## src/common/psb_defines.svh

```systemverilog
`ifndef PSB_DEFINES_SVH
`define PSB_DEFINES_SVH
`define PSB_DATA_W      32
`define PSB_REG_W       5
`define PSB_ZERO_REG    5'h00
`define PSB_SLIP_ONE    1'h1
`endif

```

## src/common/psb_pkg.sv

```systemverilog
`include "psb_defines.svh"
package psb_pkg;
   typedef logic [`PSB_DATA_W-1:0] psb_data_t;
   typedef logic [`PSB_REG_W-1:0]  psb_reg_t;

   // Decoded instruction attributes for one stage
   typedef struct packed {
      logic     valid;      // Holds a live instruction
      logic     killed;     // Cancelled by likely-branch, return or exception
      psb_reg_t src_a;
      psb_reg_t src_b;
      logic     use_a;
      logic     use_b;
      psb_reg_t dest;
      logic     wr_dest;
      logic     is_load;    // Load or move-from product/coprocessor
      logic     is_store;
      logic     is_mem;     // Needs the data cache
      logic     is_mfprod;  // Move from product high/low
      logic     is_cop_cfg; // Write to coprocessor config/status
   } psb_instr_s;

   typedef enum logic [1:0] {
      PSB_SEL_RF = 2'h0,
      PSB_SEL_EX = 2'h1,
      PSB_SEL_DC = 2'h2,
      PSB_SEL_WB = 2'h3
   } psb_sel_e;

   typedef enum logic [1:0] {
      PSB_RUN      = 2'h0,
      PSB_SLIP_LD  = 2'h1,
      PSB_SLIP_MD  = 2'h2,
      PSB_SLIP_ONE = 2'h3
   } psb_state_e;

   typedef struct packed {
      psb_state_e state;
      logic       hold;
      logic       bubble;
      logic       ld_ilk;
      logic       md_ilk;
      logic       stld_ilk;
      logic       cpi;
      logic       store_busy;
      psb_sel_e   sel_a;
      psb_sel_e   sel_b;
      logic       dc_to_rf_a;
      logic       dc_to_rf_b;
      psb_reg_t   rf_ra;
      psb_reg_t   rf_rb;
      psb_reg_t   rf_wa;
      logic       rf_we;
   } psb_state_s;
endpackage

```

## src/psb_pipeline_slip_bypass_control.sv

```systemverilog
`timescale 1ns/1ps
`include "psb_defines.svh"
module psb_pipeline_slip_bypass_control (
   input  wire logic                  i_ref_clk,      // Core pipeline clock
   input  wire logic                  i_reset_n,      // Async reset, active low
   input  wire psb_pkg::psb_instr_s   i_rf_instr,     // Instruction in register fetch
   input  wire psb_pkg::psb_instr_s   i_ex_instr,     // Instruction in execute
   input  wire psb_pkg::psb_instr_s   i_dc_instr,     // Instruction in data cache stage
   input  wire psb_pkg::psb_instr_s   i_wb_instr,     // Instruction in writeback
   input  wire logic                  i_muldiv_busy,  // Multiply/divide running
   output logic                       o_fetch_hold,   // Hold fetch and register fetch
   output logic                       o_ex_bubble,    // Insert no-op into execute
   output logic                       o_ld_ilk,       // Load data interlock active
   output logic                       o_md_ilk,       // Muldiv busy interlock active
   output logic                       o_stld_ilk,     // Store-load interlock active
   output logic                       o_cpi,          // Coprocessor write interlock active
   output psb_pkg::psb_sel_e          o_ex_sel_a,     // Execute operand A source
   output psb_pkg::psb_sel_e          o_ex_sel_b,     // Execute operand B source
   output logic                       o_rf_dc_byp_a,  // Data cache result into reg fetch A
   output logic                       o_rf_dc_byp_b,  // Data cache result into reg fetch B
   output psb_pkg::psb_reg_t          o_rf_read_a,    // Register file read address A
   output psb_pkg::psb_reg_t          o_rf_read_b,    // Register file read address B
   output psb_pkg::psb_reg_t          o_rf_write_a,   // Register file write address
   output logic                       o_rf_write_en   // Register file write enable
);

   psb_pkg::psb_state_s st_reg;
   psb_pkg::psb_state_s st_next;

   // Does producer stage write a register that consumer reads
   function automatic logic hits(input psb_pkg::psb_instr_s prod, input psb_pkg::psb_reg_t src,
                                 input logic used);
      hits = used && prod.valid && !prod.killed && prod.wr_dest
             && (prod.dest == src) && (src != `PSB_ZERO_REG);
   endfunction

   // Forward select for an execute operand, nearest stage first
   function automatic psb_pkg::psb_sel_e pick(input psb_pkg::psb_instr_s ex,
                                              input psb_pkg::psb_instr_s dc,
                                              input psb_pkg::psb_instr_s wb,
                                              input psb_pkg::psb_reg_t src, input logic used);
      if (hits(ex, src, used)) begin
         pick = psb_pkg::PSB_SEL_EX;
      end else if (hits(dc, src, used)) begin
         pick = psb_pkg::PSB_SEL_DC;
      end else if (hits(wb, src, used)) begin
         pick = psb_pkg::PSB_SEL_WB;
      end else begin
         pick = psb_pkg::PSB_SEL_RF;
      end
   endfunction

   logic rf_live;
   logic ex_live;
   logic dep_ex;
   logic ld_ilk_c;
   logic md_ilk_c;
   logic stld_ilk_c;
   logic cpi_c;
   logic dcb_c;
   logic slip_c;

   always_comb begin
      st_next = st_reg;
      // Killed instructions raise no interlock
      rf_live = i_rf_instr.valid && !i_rf_instr.killed;
      ex_live = i_ex_instr.valid && !i_ex_instr.killed;
      dep_ex  = hits(i_ex_instr, i_rf_instr.src_a, i_rf_instr.use_a)
                || hits(i_ex_instr, i_rf_instr.src_b, i_rf_instr.use_b);
      // Producer ahead of a dependent instruction is still loading
      ld_ilk_c = rf_live && i_ex_instr.is_load && dep_ex && !st_reg.bubble;
      md_ilk_c = rf_live && i_rf_instr.is_mfprod && i_muldiv_busy;
      stld_ilk_c = rf_live && ex_live && i_ex_instr.is_store && i_rf_instr.is_load
                   && !st_reg.stld_ilk;
      cpi_c = rf_live && ex_live && i_ex_instr.is_cop_cfg && !st_reg.cpi;
      dcb_c = rf_live && i_rf_instr.is_mem && st_reg.store_busy && !st_reg.hold;
      // Run only if nothing blocks; otherwise re-evaluated next cycle
      slip_c = ld_ilk_c || md_ilk_c || stld_ilk_c || cpi_c || dcb_c;

      st_next.ld_ilk   = ld_ilk_c;
      st_next.md_ilk   = md_ilk_c;
      st_next.stld_ilk = stld_ilk_c;
      st_next.cpi    = cpi_c;
      st_next.hold   = slip_c;
      st_next.bubble = slip_c;
      // Second cache cycle of a store entering the data cache stage
      st_next.store_busy = ex_live && i_ex_instr.is_store && !st_reg.bubble;

      unique case (st_reg.state)
         psb_pkg::PSB_RUN: begin
            if (ld_ilk_c) begin
               st_next.state = psb_pkg::PSB_SLIP_LD;
            end else if (md_ilk_c) begin
               st_next.state = psb_pkg::PSB_SLIP_MD;
            end else if (slip_c) begin
               st_next.state = psb_pkg::PSB_SLIP_ONE;
            end
         end
         // Awaited value now at end of data cache stage
         psb_pkg::PSB_SLIP_LD: begin
            st_next.state = slip_c ? psb_pkg::PSB_SLIP_ONE : psb_pkg::PSB_RUN;
         end
         psb_pkg::PSB_SLIP_MD: begin
            st_next.state = md_ilk_c ? psb_pkg::PSB_SLIP_MD : psb_pkg::PSB_RUN;
         end
         psb_pkg::PSB_SLIP_ONE: begin
            st_next.state = slip_c ? psb_pkg::PSB_SLIP_ONE : psb_pkg::PSB_RUN;
         end
      endcase

      // Value arriving from data cache stage enters register fetch latch
      st_next.dc_to_rf_a = (ld_ilk_c || md_ilk_c || st_reg.ld_ilk)
                           && hits(i_dc_instr, i_rf_instr.src_a, i_rf_instr.use_a);
      st_next.dc_to_rf_b = (ld_ilk_c || md_ilk_c || st_reg.ld_ilk)
                           && hits(i_dc_instr, i_rf_instr.src_b, i_rf_instr.use_b);
      // Resume cycle: awaited load now sits in data cache stage, or muldiv product is ready for a move-from product
      if (!slip_c && (st_reg.ld_ilk || st_reg.md_ilk)) begin
         st_next.dc_to_rf_a = hits(i_dc_instr, i_rf_instr.src_a, i_rf_instr.use_a)
                              || (st_reg.md_ilk && i_rf_instr.is_mfprod && i_rf_instr.use_a);
         st_next.dc_to_rf_b = hits(i_dc_instr, i_rf_instr.src_b, i_rf_instr.use_b);
      end

      // Selects for the instruction entering execute; register file during a slip
      if (slip_c) begin
         st_next.sel_a = psb_pkg::PSB_SEL_RF;
         st_next.sel_b = psb_pkg::PSB_SEL_RF;
      end else begin
         st_next.sel_a = pick(i_ex_instr, i_dc_instr, i_wb_instr,
                              i_rf_instr.src_a, i_rf_instr.use_a);
         st_next.sel_b = pick(i_ex_instr, i_dc_instr, i_wb_instr,
                              i_rf_instr.src_b, i_rf_instr.use_b);
      end

      st_next.rf_ra = i_rf_instr.src_a;
      st_next.rf_rb = i_rf_instr.src_b;
      st_next.rf_wa = i_dc_instr.dest;
      st_next.rf_we = i_dc_instr.valid && !i_dc_instr.killed && i_dc_instr.wr_dest
                      && (i_dc_instr.dest != `PSB_ZERO_REG);
   end

   always_ff @(posedge i_ref_clk or negedge i_reset_n) begin
      if (!i_reset_n) begin
         st_reg <= '0;
      end else begin
         st_reg <= st_next;
      end
   end

   always_comb begin
      o_fetch_hold  = st_reg.hold;
      o_ex_bubble   = st_reg.bubble;
      o_ld_ilk      = st_reg.ld_ilk;
      o_md_ilk      = st_reg.md_ilk;
      o_stld_ilk    = st_reg.stld_ilk;
      o_cpi         = st_reg.cpi;
      o_ex_sel_a    = st_reg.sel_a;
      o_ex_sel_b    = st_reg.sel_b;
      o_rf_dc_byp_a = st_reg.dc_to_rf_a;
      o_rf_dc_byp_b = st_reg.dc_to_rf_b;
      o_rf_read_a   = st_reg.rf_ra;
      o_rf_read_b   = st_reg.rf_rb;
      o_rf_write_a  = st_reg.rf_wa;
      o_rf_write_en = st_reg.rf_we;
   end

endmodule

```

## config.mk

```make
export PLATFORM = sky130hd
export DESIGN_NAME = psb_pipeline_slip_bypass_control
export DESIGN_NICKNAME = d
export VERILOG_FILES = /design/src/common/psb_pkg.sv /design/src/psb_pipeline_slip_bypass_control.sv
export VERILOG_INCLUDE_DIRS = /design/src /design/src/common
export SDC_FILE = /design/constraint.sdc
export NUM_CORES = 1
export LEC_CHECK = 0
export ABC_AREA = 1
export BUFFER_PORTS_ARGS = -buffer_cell sky130_fd_sc_hd__buf_2
export CORE_ASPECT_RATIO = 0.9
export CORE_UTILIZATION = 42
export DETAILED_ROUTE_END_ITERATION = 10
export PLACE_DENSITY = 0.83
export SKIP_LAST_GASP = 1
export SLEW_MARGIN = 20
export SYNTH_ARGS = -nofsm -noshare
export SYNTH_HDL_FRONTEND = slang
export SYNTH_SLANG_ARGS = --single-unit
```

## constraint.sdc

```tcl
create_clock -name i_ref_clk -period 1.5 [get_ports i_ref_clk]
set_input_delay 0 -clock i_ref_clk [delete_from_list [all_inputs] [get_ports i_ref_clk]]
set_output_delay 0 -clock i_ref_clk [all_outputs]
set_load 0.05 [all_outputs]
```

==> flow_metrics.tcl, run 1 <==
set metrics [dict create \
    ys_top_cells_by_count "sky130_fd_sc_hd__nand2_1 (35), sky130_fd_sc_hd__dfrtp_1 (28), sky130_fd_sc_hd__inv_1 (23), sky130_fd_sc_hd__buf_4 (20), sky130_fd_sc_hd__nor2_1 (19)" \
    dr.pass1.iters 5 \
    final_period_minus_worst_setup_slack_ns 1.42 \
    gpl.final_weighted_congestion 0.891 \
    detailroute.via_count 1492 \
    slew_violations 0 \
    num_antenna_cells 0 \
    power.density_nw_per_um2 829 \
    post_synth.cell_area_avg_um2 8.08 \
    worst-r2r-cell-count 4 \
    syn-cell-area_um2 1630 \
    final_hold_viol_count 0 \
    longest_clk_path_bufs 2 \
    post_cts_setup_buffer_count 0 \
    die-area_um2 4140 \
    area_growth_syn_to_layout_pct 33.4 \
    grt_pass1_wl_mm 6.02 \
    wl_met3_um 228 \
    ys_async_sr_fraction 1.00 \
    crit-reg2reg-capture "st_reg[22]" \
    clock-sinks 28 \
    timing.critical_path.arrival_ns 1.61 \
    final_util 0.583 \
    timing.rr.start "o_ex_bubble" \
    min_delay_path_depth 4 \
    worst_hold_launch "i_ex_instr[23]" \
    first_global_vias 1310 \
    clock-root-buffer "sky130_fd_sc_hd__clkbuf_8" \
    global_route.usage.total 0.202 \
    first_iter_violations 62 \
    start_util 0.437 \
    average_wire_per_cell_in_the_routed_design_um 12.1 \
    outcome "completed" \
    post_synth_num_cell_types 29 \
    timing.fmax_ghz 0.706 \
    synth_seq_area_share 0.429 \
    leakage_uw 0.00122 \
    worst_setup_path_end_kind "flop" \
    worst-endpoint-required_ns 1.69 \
    synth.area.top_cells "sky130_fd_sc_hd__dfrtp_1 (43%), sky130_fd_sc_hd__buf_4 (9.2%), sky130_fd_sc_hd__nand2_1 (8.1%)" \
    ys_ff_latch 28 \
    detail_route.wirelength.met1_mm 1.90 \
    synth-edff-count 0 \
    die_y_um 61.1 \
    synth_top_cell_area_share 0.429 \
    cts_buffers 3 \
    yosys_warnings 0 \
    worstPathMaxFanout 5 \
    num-nets-final 382 \
    worst_pin_slew_ns 0.606 \
    layout-drive-gt1-share 0.363 \
    globalRoute.totalOverflow 0 \
    setup.worst_path.start_class "input pin" \
    final-setup-viol-count 0 \
    grt_max_degree 29 \
    crit_path_class "input pin to flop" \
    post_detailed_route_via_to_cell_ratio 4.60 \
    io_pins 131 \
    setup_skew_after_layout_ns 0.00153 \
    row_count 21 \
    tightest_hold_check_type "input pin to flop" \
    tritoncts "yes" \
    fp.coreArea_um2 3730 \
    grt_antenna_before_repair 0 \
    top_layer_used "met4" \
    dp_hpwl_mm 2.92 \
    rsz_0062_raised_after_global_routing "false" \
    worst_skew_pair.late_latency_ns 0.28 \
    place.port_buffers 74 \
    ir_drop_mv 0.458 \
    floorplan.die.width_um 67.7 \
    max_cap_violations 0 \
    clk_pin_slew_worst_paths_ns 0.10 \
    hold-path-endpoint "o_cpi" \
    synth_most_common_cell "sky130_fd_sc_hd__nand2_1" \
    fin_tns_setup_ns 0 \
    totalWireLength_mm 3.93 \
    multi_input_gate_area_um2 669 \
    fin_crit_sh 0.945 \
    ctsHtreeMaxLevel 1 \
    area_leader_netlist "sky130_fd_sc_hd__dfrtp_1" \
    antenna_violating_nets_post_route 0 \
    dominantRegCellSynth "sky130_fd_sc_hd__dfrtp_1" \
    seqCellArea_um2 701 \
    setup.reg_to_reg.worst_slack_ns 0.23 \
    met2_length_mm 1.78 \
    worst_slew_margin_rel 0.596 \
    fill_cells 360 \
    post-route-drc-count 0 \
    syn-num-nets 305 \
    postSynthCellCount 202 \
]
## layer usage
metal  vias up  track usage
met4         0       0.0608
met2        56        0.313
met3         3       0.0481
met5         -            0
li1        770            -
met1       663        0.282
## placed cells by master (no fill, tap or decap), types with 2 or more instances in the layout
cell type and n:
sky130_fd_sc_hd__o211ai_1 4, sky130_fd_sc_hd__dlygate4sd3_1 19, sky130_fd_sc_hd__inv_1 23, sky130_fd_sc_hd__nand3b_1 2
sky130_fd_sc_hd__nand2_1 35, sky130_fd_sc_hd__dfrtp_1 28, sky130_fd_sc_hd__a21oi_2 2, sky130_fd_sc_hd__nand2_2 5
sky130_fd_sc_hd__o21ai_1 2, sky130_fd_sc_hd__nor2_1 17, sky130_fd_sc_hd__xor2_1 6, sky130_fd_sc_hd__a21oi_1 5
sky130_fd_sc_hd__nor2_2 5, sky130_fd_sc_hd__nand3_1 10, sky130_fd_sc_hd__xnor2_1 7, sky130_fd_sc_hd__nand4_1 3
sky130_fd_sc_hd__clkbuf_8 3, sky130_fd_sc_hd__nor3_1 5, sky130_fd_sc_hd__buf_2 72, sky130_fd_sc_hd__inv_2 7
sky130_fd_sc_hd__o22ai_1 2, sky130_fd_sc_hd__o21ai_0 4
## area by class of cell
class	count	area share
sequential	28	0.322
multi-input combinational	123	0.308
timing repair buffer	92	0.256
tap	46	0.0265
inverter	31	0.0546
clock buffer	3	0.0190
clock inverter	1	0.0138
## critical path: stages
cell and delay [ns]:
sky130_fd_sc_hd__dlygate4sd3_1 0.53, sky130_fd_sc_hd__buf_2 0.16, sky130_fd_sc_hd__inv_1 0.07, sky130_fd_sc_hd__nand2_1 0.07, sky130_fd_sc_hd__nor2_2 0.12, sky130_fd_sc_hd__nor2_1 0.07
sky130_fd_sc_hd__nand2_2 0.08, sky130_fd_sc_hd__nand2_2 0.07, sky130_fd_sc_hd__nand2_4 0.08, sky130_fd_sc_hd__nand3_2 0.12, sky130_fd_sc_hd__a21oi_1 0.21
## per-stage QoR
stage	instances	hold slack, ns	setup WS, ns	total power [uW]	cell area [um^2]
2_1_floorplan	202	-0.296	0.122	1050	1630
4_1_cts	325	0.000858	0.0749	1810	2170
3_5_place_dp	302	0.0473	0.299	1180	1910
5_1_grt	324	0.00963	0.0000895	1900	2180
3_3_place_gp	302	0.0454	0.323	1170	1910
6_report	324	0.00117	0.0827	1800	2180
## report_power, final
part / total [uW] / internal, uW / switching (uW)
clock network: 601 / 358 / 244
registers: 787 / 780 / 6.78
logic: 415 / 153 / 263
total: 1800 / 1290 / 513
## worst max-delay path by stage
| stage | startpoint | to | slack, ns |
|---|---|---|---|
| finish | i_rf_instr[19] | o_ex_sel_b[0] | 0.08 |
| global route | i_rf_instr[17] | o_rf_dc_byp_a | 0.00009 |
| CTS | i_rf_instr[16] | o_ex_sel_b[0] | 0.07 |
| detailed placement | o_cpi | o_ex_sel_b[0] | 0.30 |
| global placement | o_cpi | o_ex_sel_b[0] | 0.32 |
| floorplan | o_cpi | o_rf_dc_byp_a | 0.12 |
## repair_timing
action | 4_1_cts | 5_1_grt
gates resized for setup | 0 | 5
hold buffers | 19 | 0
endpoints found under the setup margin | 0 | 3
endpoints found under the hold margin | 45 | 0
## cells by family (layout without fill, tap and decap cells)
logic type	after synthesis	count (layout)	share of synthesized area
simple gates	86	86	0.242
buf+inv	51	127	0.163
flops	28	28	0.429
compound gates	24	24	0.0951
xor+xnor	13	13	0.0698
No activity file was read; power rests on OpenSTA's default activity.
==> inputs of run 2 (changes only) <==
ABC_AREA = default   (was 1)
CORE_UTILIZATION = 40   (was 42)
==> run 2 against run 1 <==
Compared with the run above:
- the flow now finishes with violations (negative setup slack)
- area after synthesis is 9.8% lower
- routed wire length is 4.9% higher
- highest routed layer unchanged
- sequential power hardly changed
- largest cell class unchanged
- critical path type unchanged
==> flow_metrics.tcl, run 2 <==
set metrics [dict create \
    tightest_hold_check_type "input pin to flop" \
    cts_buffers 3 \
    start_util 0.426 \
    floorplan.die.width_um 65.9 \
    layout-drive-gt1-share 0.502 \
    clock-root-buffer "sky130_fd_sc_hd__clkbuf_8" \
    global_route.usage.total 0.226 \
    crit_start "i_rf_instr[13]" \
    critical_path.top_delay_family "simple AND/OR/NAND/NOR gates" \
    syn-num-nets 238 \
    synth-edff-count 0 \
    adder_cell_area_share_of_the_yosys_netlist 0 \
    average_wire_per_cell_in_the_routed_design_um 15.2 \
    min_delay_path_depth 3 \
    worst_hold_launch "i_rf_instr[4]" \
    detailroute.via_count 1356 \
    synth_top_cell_area_share 0.476 \
    place.port_buffers 74 \
    critPathBufInv 2 \
    sequentialPowerShare 0.469 \
    post-layout-total-power_uw 1680 \
    setup.worst_path.start_class "input pin" \
    ys_top_cells_by_count "sky130_fd_sc_hd__dfrtp_1 (28), sky130_fd_sc_hd__buf_4 (20), sky130_fd_sc_hd__xnor2_1 (20), sky130_fd_sc_hd__xor2_1 (10), sky130_fd_sc_hd__nor2_1 (7)" \
    setup.reg_to_reg.worst_slack_ns 0.06 \
    timing.final.ws_setup_ns -0.148 \
    row_count 20 \
    post_synth_num_cell_types 31 \
    crit-reg2reg-capture "o_ex_sel_b[1]" \
    longest_clk_path_bufs 2 \
    totalWireLength_mm 4.13 \
    clock-sinks 28 \
    final-setup-viol-count 5 \
    worst_setup_path_end_kind "flop" \
    post-route-drc-count 0 \
    timing.fmax_ghz 0.607 \
    gpl.final_weighted_congestion 0.881 \
    worst_skew_pair.late_latency_ns 0.27 \
    max_cap_violations 0 \
    first_global_vias 1322 \
    dr.pass1.iters 4 \
    post_detailed_route_via_to_cell_ratio 5.00 \
    worst-endpoint-required_ns 1.69 \
    synth_seq_area_share 0.476 \
    timing.rr.start "o_ex_bubble" \
    cell_internal_pwr_uw 1190 \
    leakage_uw 0.00105 \
    area_growth_syn_to_layout_pct 45.9 \
    antenna_violating_nets_post_route 0 \
    combinational_share_of_power 0.258 \
    final_common_cell "sky130_fd_sc_hd__buf_2" \
    critical_path.most_common_cell "sky130_fd_sc_hd__or4_4" \
    power_switching_uw 487 \
    die_y_um 59.5 \
    crit_path_top_delay_cell "sky130_fd_sc_hd__or4_4" \
    worstPathCellList "buf_6 > or4_4 > o21ai_4 > nor3_2 > o2111ai_2 > inv_2 > or4_4 > a211oi_2" \
    yosys_warnings 0 \
    synth_compound_gate_area_share 0.0536 \
    grt_pass1_wl_mm 6.31 \
    layout_common_cells "sky130_fd_sc_hd__buf_2 (73), sky130_fd_sc_hd__dfrtp_1 (28), sky130_fd_sc_hd__buf_4 (22), sky130_fd_sc_hd__xnor2_1 (20), sky130_fd_sc_hd__dlygate4sd3_1 (13)" \
    synthMuxAreaShare 0 \
    power.share.switching 0.290 \
    grt_antenna_before_repair 0 \
    violations "negative setup slack" \
    post_synth.cell_area_avg_um2 10.9 \
    outcome "complete, but fails checks" \
    worst-r2r-cell-count 5 \
    area_leader_netlist "sky130_fd_sc_hd__dfrtp_1" \
    first_iter_violations 55 \
    crit_path_class "input pin to flop" \
    critical_path.max_stage_delay_ns 0.54 \
    die-area_um2 3930 \
    postSynthCellCount 135 \
    fp.coreArea_um2 3450 \
    post_synth_and_or_nand_nor_area_fraction 0.174 \
    ys_ff_latch 28 \
    fin_crit_sh 1.10 \
    rsz_0062_raised_after_global_routing "true" \
    synth_top_family_by_area "XOR/XNOR gates" \
    worst_slew_margin_rel 0.607 \
    io_pins 131 \
    dominantRegCellSynth "sky130_fd_sc_hd__dfrtp_1" \
    power.density_nw_per_um2 782 \
    final_period_minus_worst_setup_slack_ns 1.65 \
    hold-path-endpoint "o_stld_ilk" \
    dp_hpwl_mm 2.95 \
    slew_violations 0 \
    tritoncts "yes" \
    num-nets-final 331 \
    synth.area.top_cells "sky130_fd_sc_hd__dfrtp_1 (48%), sky130_fd_sc_hd__xnor2_1 (12%), sky130_fd_sc_hd__buf_4 (10%)" \
    finalHoldWorstSlack_ns 0.00385 \
    timing.critical_path.arrival_ns 1.84 \
    ir_drop_mv 0.486 \
    synth_most_common_cell "sky130_fd_sc_hd__dfrtp_1" \
    clk_pin_slew_worst_paths_ns 0.09 \
    syn-cell-area_um2 1470 \
    ctsHtreeMaxLevel 1 \
    share_clk_of_total_power 0.273 \
    globalRoute.totalOverflow 0 \
    worst_pin_slew_ns 0.589 \
    worstPathMaxFanout 5 \
    num_antenna_cells 0 \
    grt_max_degree 29 \
    final_hold_viol_count 0 \
    setup_skew_after_layout_ns 0.00108 \
    ys_async_sr_fraction 1.00 \
    synthXorXnorAreaFrac 0.179 \
]
## run 2: changes by cell type in the layout (fill, tap and decap cells not counted), moves of 5 or more
cell,delta
sky130_fd_sc_hd__xnor2_1,+13
sky130_fd_sc_hd__nand2_2,-5
sky130_fd_sc_hd__nand3_1,-5
sky130_fd_sc_hd__nor2_1,-11
sky130_fd_sc_hd__inv_1,-21
sky130_fd_sc_hd__inv_2,-6
sky130_fd_sc_hd__nand2_1,-31
sky130_fd_sc_hd__dlygate4sd3_1,-6
sky130_fd_sc_hd__buf_4,+21
## run 2: power by group through the flow
stage	Combinational [uW]	Clock, uW	Sequential [uW]
after global placement	388	0	803
after detailed placement	396	0	802
after global routing	463	506	791
final	434	458	788
after CTS	427	463	788
after floorplan	225	0	816
## run 2: worst max path at each step
stage / end / depth (start not counted)
final: o_ex_sel_b[1] / 8
after global routing: o_ex_sel_b[1] / 8
after CTS: o_ex_sel_b[1] / 8
after detailed placement: o_ex_sel_b[1] / 8
after global placement: o_ex_sel_b[1] / 8
after floorplan: o_ex_sel_b[1] / 8
## run 2: cell type report
class	count	area (um^2)
Fill cell	288	1310
Sequential cell	28	701
Timing Repair Buffer	109	672
Multi-Input combinational cell	83	653
Clock buffer	4	55.1
Tap cell	44	55.1
Inverter	3	11.3
## run 2: kinds of logic after synthesis
family                    Yosys count
DFF                                28
buffers and inverters              24
and+or+nand+nor                    43
xor gates and xnor gates           30
AOI/OAI and AO/OA                  10
## run 2: routing by layer
metal | global-route usage | up-vias | part of all wire
li1 | - | 630 | -
met4 | 0.128 | 0 | 0.028
met3 | 0.0288 | 12 | 0.084
met5 | 0 | - | 0
met2 | 0.375 | 81 | 0.47
met1 | 0.287 | 633 | 0.42
## run 2: worst min-delay path, stage by stage
cell	delay [ns]
sky130_fd_sc_hd__buf_2	0.10
sky130_fd_sc_hd__nand4b_1	0.10
sky130_fd_sc_hd__nor2_1	0.05
## run 2: stage by stage
stage | utilization | cells | worst slack (ns) | setup TNS, ns | area, um^2
global route | 0.622 | 271 | -0.212 | -0.936 | 2150
finish | 0.622 | 271 | -0.148 | -0.524 | 2150
CTS | 0.613 | 269 | -0.152 | -0.475 | 2120
detailed placement | 0.551 | 250 | -0.454 | -2.68 | 1900
global placement | 0.551 | 250 | -0.430 | -2.59 | 1900
floorplan | - | 135 | -0.372 | -1.68 | 1500
## run 2: what timing repair did
item / 4_1_cts / 5_1_grt
setup buffers: 3 / 1
endpoints found under the hold margin: 39 / 1
setup endpoints to repair: 7 / 7
gates resized for setup: 3 / 2
pin swaps: 2 / 2
hold buffers: 12 / 1
